### config.mk
export PLATFORM = sky130hd
export DESIGN_NAME = dsl_loader
export DESIGN_NICKNAME = d
export VERILOG_FILES = /design/src/shared/dsl_pkg.sv /design/src/logic/dsl_loader.sv
export SDC_FILE = /design/constraint.sdc
export NUM_CORES = 1
export LEC_CHECK = 0
export BUFFER_PORTS_ARGS = -buffer_cell sky130_fd_sc_hd__buf_4
export CELL_PAD_IN_SITES_DETAIL_PLACEMENT = 1
export CELL_PAD_IN_SITES_GLOBAL_PLACEMENT = 2
export CORE_UTILIZATION = 39
export DETAILED_ROUTE_END_ITERATION = 16
export HOLD_SLACK_MARGIN = 0.03
export PLACE_DENSITY_LB_ADDON = 0.1
export REMOVE_ABC_BUFFERS = 1
export SYNTH_ARGS = -nofsm -noshare
export SYNTH_HDL_FRONTEND = slang
export SYNTH_SLANG_ARGS = --single-unit
### constraint.sdc
create_clock -name clock -period 3.38 [get_ports clock]
set_clock_uncertainty 0.05 [all_clocks]
set_input_delay 0.676 -clock clock [delete_from_list [all_inputs] [get_ports clock]]
set_output_delay 0.676 -clock clock [all_outputs]
set_load 0.01 [all_outputs]
### src/shared/dsl_pkg.sv
/*
 Constants for the serial word loader: word layout, sync depth, fifo
 size and link timing. Assumes a single 100 MHz system clock.
*/
// Overview of operation
// - sample data on shift clock falling edges
// - bit count survives clock pauses inside frame
// - most significant bit travels first
// - word splits into control, address, data
// - any shift clock idle level works
package dsl_pkg;
   localparam int DSL_WORD_BITS = 16;
   localparam int DSL_CTRL_LSB = 12;
   localparam int DSL_ADDR_LSB = 8;
   localparam int DSL_FIELD_BITS = 4;
   localparam int DSL_DATA_BITS = 8;
   localparam int DSL_SYNC_STAGES = 3;
   localparam int DSL_FIFO_DEPTH = 32;
   localparam int DSL_CNT_BITS = 5;
   localparam logic [4:0] DSL_LAST_BIT = 5'h0f;
   localparam logic [4:0] DSL_DONE = 5'h10;
   localparam int DSL_CLK_MHZ = 100;
   localparam int DSL_SCLK_MAX_MHZ = 40;
   // samples of the system clock per fastest shift clock period
   localparam int DSL_SAMPLES_PER_SCLK = DSL_CLK_MHZ / DSL_SCLK_MAX_MHZ;
endpackage

### src/logic/dsl_loader.sv
/*
 Serial word loader: three-wire write-only port sampled by the system
 clock, plus a word fifo toward the consumer. Assumes the shift clock
 is slow enough to be seen by edge detection on the system clock.
*/
`timescale 1ns/1ps

module dsl_fifo
   import dsl_pkg::*;
#(
   parameter int WIDTH = DSL_WORD_BITS,
   parameter int DEPTH = DSL_FIFO_DEPTH
) (
   input wire logic clock,
   input wire logic rst,
   input wire logic in_valid,
   output logic in_ready,
   input wire logic [WIDTH-1:0] in_data,
   output logic out_valid,
   input wire logic out_ready,
   output logic [WIDTH-1:0] out_data,
   output logic empty
);
   localparam int AW = $clog2(DEPTH);

   if (DEPTH < 2 || (1 << AW) != DEPTH || WIDTH < 1) begin
      $error("dsl_fifo: depth must be a power of two >= 2");
   end

   typedef struct packed {
      logic [DEPTH-1:0][WIDTH-1:0] mem;
      logic [AW-1:0] wr;
      logic [AW-1:0] rd;
      logic [AW:0] cnt;
      logic in_ready;
      logic empty;
      logic out_valid;
      logic [WIDTH-1:0] out_data;
   } dsl_fifo_s;

   dsl_fifo_s st_reg, st_next;
   logic push, pop;

   always_comb begin
      st_next = st_reg;
      push = in_valid && st_reg.in_ready;
      pop = (st_reg.cnt != '0) && (!st_reg.out_valid || out_ready);
      if (out_ready)
         st_next.out_valid = 1'b0;
      if (pop) begin
         st_next.out_data = st_reg.mem[st_reg.rd];
         st_next.out_valid = 1'b1;
         st_next.rd = st_reg.rd + 1'b1;
      end
      if (push) begin
         st_next.mem[st_reg.wr] = in_data;
         st_next.wr = st_reg.wr + 1'b1;
      end
      st_next.cnt = st_reg.cnt + {{AW{1'b0}}, push} - {{AW{1'b0}}, pop};
      st_next.in_ready = st_next.cnt < (AW+1)'(DEPTH);
      st_next.empty = st_next.cnt == '0;
   end

   always_ff @(posedge clock) begin
      if (rst) begin
         st_reg <= '0;
         st_reg.in_ready <= 1'b1;
         st_reg.empty <= 1'b1;
      end else begin
         st_reg <= st_next;
      end
   end

   assign in_ready = st_reg.in_ready;
   assign out_valid = st_reg.out_valid;
   assign out_data = st_reg.out_data;
   assign empty = st_reg.empty;

   a_fifo_full_block: assert property (@(posedge clock) disable iff (rst)
      st_reg.cnt == (AW+1)'(DEPTH) |=> st_reg.cnt <= $past(st_reg.cnt))
      else $error("fifo count grew past depth");
   a_fifo_out_hold: assert property (@(posedge clock) disable iff (rst)
      out_valid && !out_ready |=> out_valid && $stable(out_data))
      else $error("fifo output changed while stalled");
endmodule

module dsl_loader
   import dsl_pkg::*;
#(
   parameter int FIFO_DEPTH = DSL_FIFO_DEPTH
) (
   input wire logic clock,
   input wire logic rst,
   input wire logic sclk,
   input wire logic frame_sync_n,
   input wire logic serial_data_in,
   output logic word_valid,
   input wire logic word_ready,
   output logic [DSL_FIELD_BITS-1:0] word_control,
   output logic [DSL_FIELD_BITS-1:0] word_address,
   output logic [DSL_DATA_BITS-1:0] word_data,
   output logic overrun
);
   if (DSL_SAMPLES_PER_SCLK < 2) begin
      $error("dsl_loader: system clock too slow for shift clock");
   end

   // bit order in the sync chains: {sclk, frame_sync_n, data}
   typedef struct packed {
      logic [2:0] s1;
      logic [2:0] s2;
      logic [2:0] s3;
      logic [2:0] filt;
      logic sclk_prev;
      logic [DSL_WORD_BITS-1:0] shift;
      logic [DSL_CNT_BITS-1:0] cnt;
      logic push_valid;
      logic [DSL_WORD_BITS-1:0] push_data;
      logic overrun;
   } dsl_loader_s;

   dsl_loader_s st_reg, st_next;
   logic fifo_in_ready, fifo_empty;
   logic [DSL_WORD_BITS-1:0] fifo_out;
   logic sclk_fall, in_frame;

   always_comb begin
      st_next = st_reg;
      st_next.s1 = {sclk, frame_sync_n, serial_data_in};
      st_next.s2 = st_reg.s1;
      st_next.s3 = st_reg.s2;
      for (int i = 0; i < 3; i++) begin
         if (st_reg.s2[i] == st_reg.s3[i])
            st_next.filt[i] = st_reg.s3[i];
      end
      st_next.sclk_prev = st_reg.filt[2];
      sclk_fall = st_reg.sclk_prev && !st_reg.filt[2];
      in_frame = !st_reg.filt[1];
      st_next.overrun = 1'b0;
      if (st_reg.push_valid) begin
         st_next.push_valid = !fifo_in_ready;
         st_next.overrun = !fifo_in_ready;
      end
      if (!in_frame) begin
         st_next.cnt = '0;
      end else if (sclk_fall && st_reg.cnt != DSL_DONE) begin
         // count and shift only on edges, so pauses keep state
         st_next.shift = {st_reg.shift[DSL_WORD_BITS-2:0], st_reg.filt[0]};
         st_next.cnt = st_reg.cnt + 1'b1;
         if (st_reg.cnt == DSL_LAST_BIT) begin
            st_next.push_valid = 1'b1;
            st_next.push_data = st_next.shift;
         end
      end
   end

   always_ff @(posedge clock) begin
      if (rst) begin
         st_reg <= '0;
         st_reg.s1 <= 3'h6;
         st_reg.s2 <= 3'h6;
         st_reg.s3 <= 3'h6;
         st_reg.filt <= 3'h6;
         st_reg.sclk_prev <= 1'b1;
      end else begin
         st_reg <= st_next;
      end
   end

   dsl_fifo #(.WIDTH(DSL_WORD_BITS), .DEPTH(FIFO_DEPTH)) u_fifo (
      .clock(clock),
      .rst(rst),
      .in_valid(st_reg.push_valid),
      .in_ready(fifo_in_ready),
      .in_data(st_reg.push_data),
      .out_valid(word_valid),
      .out_ready(word_ready),
      .out_data(fifo_out),
      .empty(fifo_empty)
   );

   assign word_control = fifo_out[DSL_CTRL_LSB +: DSL_FIELD_BITS];
   assign word_address = fifo_out[DSL_ADDR_LSB +: DSL_FIELD_BITS];
   assign word_data = fifo_out[DSL_DATA_BITS-1:0];
   assign overrun = st_reg.overrun;

   a_bit_capture: assert property (@(posedge clock) disable iff (rst)
      sclk_fall && in_frame && st_reg.cnt < DSL_LAST_BIT
      |=> st_reg.shift[0] == $past(st_reg.filt[0]))
      else $error("bit not captured on falling edge");
   a_msb_first: assert property (@(posedge clock) disable iff (rst)
      sclk_fall && in_frame && st_reg.cnt == DSL_LAST_BIT
      |=> st_reg.push_valid
      && st_reg.push_data == {$past(st_reg.shift[14:0]), $past(st_reg.filt[0])})
      else $error("word not assembled msb first");
   a_frame_abort: assert property (@(posedge clock) disable iff (rst)
      !in_frame |=> st_reg.cnt == '0)
      else $error("bit count kept after frame end");
   a_no_early: assert property (@(posedge clock) disable iff (rst)
      $rose(st_reg.push_valid) |-> $past(st_reg.cnt) == DSL_LAST_BIT)
      else $error("word delivered before sixteenth edge");
   a_pause_hold: assert property (@(posedge clock) disable iff (rst)
      in_frame && !sclk_fall |=> st_reg.cnt == $past(st_reg.cnt))
      else $error("bit count moved without an edge");
   a_field_split: assert property (@(posedge clock) disable iff (rst)
      st_reg.push_valid && fifo_in_ready && fifo_empty && !word_valid
      |=> ##1 word_valid
      && word_control == $past(st_reg.push_data[15:12], 2)
      && word_address == $past(st_reg.push_data[11:8], 2)
      && word_data == $past(st_reg.push_data[7:0], 2))
      else $error("word fields misplaced");
   a_overrun_flag: assert property (@(posedge clock) disable iff (rst)
      st_reg.push_valid && !fifo_in_ready |=> overrun)
      else $error("lost word not flagged");
   a_one_word: assert property (@(posedge clock) disable iff (rst)
      st_reg.cnt == DSL_DONE && in_frame |=> !$rose(st_reg.push_valid))
      else $error("second word taken inside one frame");
   // a pin level only counts once two sync stages agree
   a_sync_agree: assert property (@(posedge clock) disable iff (rst)
      st_reg.s2[2] != st_reg.s3[2] |=> st_reg.filt[2] == $past(st_reg.filt[2]))
      else $error("shift clock filter moved before stages agreed");
   a_push_hold: assert property (@(posedge clock) disable iff (rst)
      st_reg.push_valid && !fifo_in_ready && !sclk_fall
      |=> st_reg.push_valid && $stable(st_reg.push_data))
      else $error("waiting word dropped or changed");
endmodule

# [After elaboration in Yosys (flattened, before gate mapping)]
# Cells that the tools add are included.
# W data, S select, Z words.
[word_totals] out_inout_bits=18 reg_bits=597
[op_classes] muxes=11 add_sub_neg=5 magnitude_cmp=4 n_bitwise=1 reduce_logical=14 eq_ne=5
[op_table] operator="$bwmux W512" count=1
[op_table] operator="$bmux W16 S5" count=1
[op_table] operator="$demux W16 S5" count=1
[op_table] operator="$mux W17" count=4
[op_table] operator="$mux W16" count=2
[op_table] operator="$add A5 B1 Y5 const B" count=3
[op_table] operator="$lt A5 B6 Y1 const B" count=2
[op_table] operator="$add A6 B1 Y6" count=1
[op_table] operator="$lt A6 B6 Y1 const B" count=1
[op_table] operator="$reduce_bool A6 Y1" count=1
[op_table] operator="$sub A6 B1 Y6" count=1
[op_table] operator="$eq A5 B4 Y1 const B" count=1
[op_table] operator="$ge A5 B1 Y1 const B" count=1
[op_table] operator="$logic_and A1 B1 Y1" count=5
[op_table] operator="$ne A5 B5 Y1 const B" count=1
[op_table] operator="$eq A1 B1 Y1" count=3
[op_table] operator="$logic_not A1 Y1" count=3
[op_table] operator="$reduce_and A3 Y1" count=1
[op_table] operator="$mux W1" count=2
[op_table] operator="$reduce_and A2 Y1" count=1
[op_table] operator="$reduce_bool A2 Y1" count=1
[op_table] operator="$reduce_or A2 Y1" count=1
[op_table] operator="$logic_or A1 B1 Y1" count=1
[op_table] operator="$not A1 Y1" count=1

# [Logic depth before layout (Yosys ltp)]
[logic_depth] depth_word=5 mapped_depth=13 mapped_depth_nobuf=13

# [Hierarchy]
# A second synthesis with hierarchy kept.
[hier_totals] cells_unflattened=2976 area_unflattened_um2=25481.9
[modules_own_cells] module="dsl_fifo" n_inst=1 cells_each=2801 area_per_inst_um2=23542.6
[modules_own_cells] module="dsl_loader" n_inst=1 cells_each=175 area_per_inst_um2=1939.4

# [Worst setup path before layout]
# OpenSTA, ideal clock, no wires.
[synth_path] kind="flip-flop to flip-flop" startpoint="register u_fifo.st_reg[23] in the netlist's numbering" endpoint="register u_fifo.st_reg[24] in the netlist's numbering" setup_slack_ps=709 n_path_buf=0 path_stages_with_launch=13 arrival_time_ps=2500 period_less_slack_ps=2671 setup_ps=121 path_cell_list="dfxtp_1 -> inv_1 -> ha_1 -> nor4bb_1 -> a21oi_2 -> ha_1 -> inv_1 -> ha_1 -> a21o_1 -> a21oi_1 -> o21bai_1 -> a21oi_1 -> mux2_2"
[synth_via] elab_chain_cells=3 elab_cells_between_ends=4 classes_between="add/sub (2); reduce/logical (2)"
[synth_rtl] item="start: declaration" line_no="dsl_loader.sv:41" source="dsl_fifo_s st_reg, st_next;"
[synth_rtl] item="start signal: assignment" line_no="dsl_loader.sv:70" source="st_reg <= st_next;"
[synth_rtl] item="$reduce_bool A6 Y1" line_no="dsl_loader.sv:47" source="pop = (st_reg.cnt != '0) && (!st_reg.out_valid || out_ready);"
[synth_rtl] item="$logic_and A1 B1 Y1" line_no="dsl_loader.sv:47"
[synth_rtl] item="net u_fifo.pop" line_no="dsl_loader.sv:42" source="logic push, pop;"
[synth_rtl] item="$sub A6 B1 Y6" line_no="dsl_loader.sv:59" source="st_next.cnt = st_reg.cnt + {{AW{1'b0}}, push} - {{AW{1'b0}}, pop};"
# The timed path passes the listed nets, and every way through them passes these cells.
# A chain may end at the register's enable or synchronous reset.

# [Worst setup path in the final report]
# Ends and elaborated chain as after synthesis.

==> results.toml <==
[sta]
tightest_slew_ns = 0.901
final.min_clock_period_ns = 2.82
rsz0062_at_grt = "no"
maxSlewHeadroom_pct = 39.8
fmax_mhz = 354
hold_viol = 0
fin_ws_ns = 0.559
finalSetupViolations = 0
fin_crit_sh_pct = 83.5
slew_viol_final = 0

[worst_setup_path]
cp.arrival_ns = 3.27
worst_setup_path_end_kind = "flip-flop"
crit_required_ns = 3.83
crit_type = "reg2reg"
critPathMaxFanout = 2
worstSetupStartpointType = "flip-flop"

[placement]
dp_slack_ns = 0.573
placement.io_buffers = 23
gp_congestion = 0.808
postPlaceCellArea_um2 = 26100
hpwlAfterDp_um = 53700

[logic_synthesis]
synth.avg_cell_area_um2 = 8.57
yosys.area.top_type = "dfxtp_1"
synth.yosys.seq_area_share_pct = 47.4
synth-edff-count = 0
synth_area_um2 = 25200
ys.flop_type = "dfxtp_1"
syn_inst = 2941
ys_seq_elements = 597
synth_top_area_share_pct = 47.4
async_reset_ff_share_pct = 0
synth_warnings = 0
ys_types = 51
synth_area_leaders = "dfxtp_1 47%, nand2_1 15%, a21oi_1 10%"

[finish]
layout-drive-gt1-share_pct = 12.4
largest_register_ffs = 528
n_antenna_cell = 0
stdcell_area_um2 = 28400
synthToLayoutAreaGrowth_pct = 12.8
final_cell_mix = "980 x nand2_1, 594 x dfxtp_1, 518 x a21oi_1"
layout.cells.most_common = "nand2_1"
nNetsFinal = 2877

[floorplan]
initial_core_util_pct = 39.7
dieArea_um2 = 65700
die_w_um = 256
core.rowCount = 92
die_y_um = 256
pin_count = 24
core_um2 = 63400

[pwr]
power_density_nw_per_um2 = 605
p_leak_nw = 9.10
switching_power_mw = 4.43
comb_power_share_pct = 12.4
p_int_mw = 12.8
power_frac_clock_pct = 45.6
seqPwrFrac_pct = 41.9
sw_frac_of_total_pct = 25.7
peakVddDrop_v = 0.000331

[clock_tree]
cts_buffers = 70
cts_tree = "built"
cts_buffer_depth = 3
cts-hold-fix-buffers = 0
clk_latency_ns = 0.61
htreeDepth = 3
cts_sinks = 597
cts.clk_slew.worst_paths_ns = 0.06
cts_root_buffer = "clkbuf_16"
post_cts_resized = 0
cts_setup_buffers = 0

[status]
status = "completed"

[route]
via_count = 21000
dr.pass1.iters = 5
via_per_inst = 5.59
drc = 0
drt-initial-drc-count = 1435
wl_per_cell_um = 23.4
ant_nets = 0
totalWireLength_um = 87700

[global_routing]
grt_pass1_wl_um = 134000
grt_max_degree = 171
antenna_found_initial = 0
grt_pass1_vias = 21400
grt_overflow = 0
grt_usage_pct = 26.6

[hold_path]
hold_path.class = "in2reg"

[job]
max_cap_violations = 0
[worst paths after layout]
path | startpoint | endpoint | slack, ns | depth (start not counted)
min | sclk | st_next[48]$_SDFF_PP1_ | 0.20 | 2
max reg2reg | u_fifo.st_reg[23]$_SDFF_PP0_ | u_fifo.st_reg[24]$_SDFF_PP0_ | 0.56 | 12
max | u_fifo.st_reg[23]$_SDFF_PP0_ | u_fifo.st_reg[24]$_SDFF_PP0_ | 0.56 | 12
min reg2reg | st_next[48]$_SDFF_PP1_ | st_next[45]$_SDFF_PP1_ | 0.37 | 1
[metal layers]
metal | GRT usage (%) | share of wire (%) | vias to the layer above
li1 | - | - | 9719
met1 | 35.9 | 45 | 10700
met2 | 43.4 | 47 | 439
met3 | 3.69 | 4.1 | 140
met4 | 9.56 | 3.4 | 0
met5 | 0 | 0 | -
[cells by family (layout without fill, tap and decap cells)]
family	after synthesis	count (layout)	share of synthesized area [%]
DFF	597	597	47.4
and+or+nand+nor	1151	1151	17.8
muxes	233	233	14.0
AOI/OAI and AO/OA	639	639	14.4
xor gates and xnor gates	13	13	0.452
buffers and inverters	291	254	5.09
adders and majority gates	17	17	0.873
[layout make-up]
cell class	instances	area, um2
clock buffer	104	2130
clock inverter	18	239
fill	7247	35000
inverter	17	63.8
multi-input combinational	2053	12000
sequential	597	12000
tap	846	1060
timing repair buffer	115	983
[worst max-delay path: stages, from the launching register on]
cell and delay, ns:
dfxtp_1 0.30, inv_1 0.08, ha_1 0.14, nor4bb_1 0.47
a21oi_2 0.07, ha_1 0.30, inv_1 0.04, ha_1 0.20
a21o_1 0.18, a21oi_1 0.21, o21bai_1 0.08, a21oi_1 0.24
mux2_2 0.36
[cells in the mapped netlist, types with 15 or more instances]
| master | instances |
|---|---|
| clkbuf_1 | 216 |
| nand2_1 | 980 |
| a22oi_1 | 15 |
| mux4_2 | 96 |
| dfxtp_1 | 597 |
| a22o_1 | 30 |
| buf_2 | 15 |
| inv_1 | 17 |
| a2111oi_2 | 15 |
| a21oi_1 | 518 |
| nor2_1 | 113 |
| o21ai_0 | 20 |
| ha_1 | 16 |
| mux2i_1 | 136 |
| o221ai_1 | 16 |
| o22ai_1 | 15 |
| buf_4 | 28 |
[power by group through the flow]
stage	Sequential (mW)	Clock [mW]	Combinational [mW]
6_report	7.21	7.85	2.14
5_1_grt	7.23	8.31	2.29
4_1_cts	7.22	8.00	2.17
3_5_place_dp	7.37	0	2.16
3_3_place_gp	7.36	0	2.15
2_1_floorplan	7.60	0	0.924
[through the flow]
| step | total power [mW] | hold WS (ns) | std cells | utilization [%] | setup TNS (ns) |
|---|---|---|---|---|---|
| after CTS | 17.4 | 0.167 | 3750 | 44.8 | 0 |
| final | 17.2 | 0.202 | 3750 | 44.8 | 0 |
| after global placement | 9.52 | 0.362 | 3628 | 41.1 | 0 |
| after floorplan | 8.52 | 0.339 | 2667 | - | -87.24 |
| after detailed placement | 9.53 | 0.355 | 3628 | 41.1 | 0 |
| after global routing | 17.8 | 0.181 | 3750 | 44.8 | 0 |
Note: power is estimated with default switching activity, not from simulation.
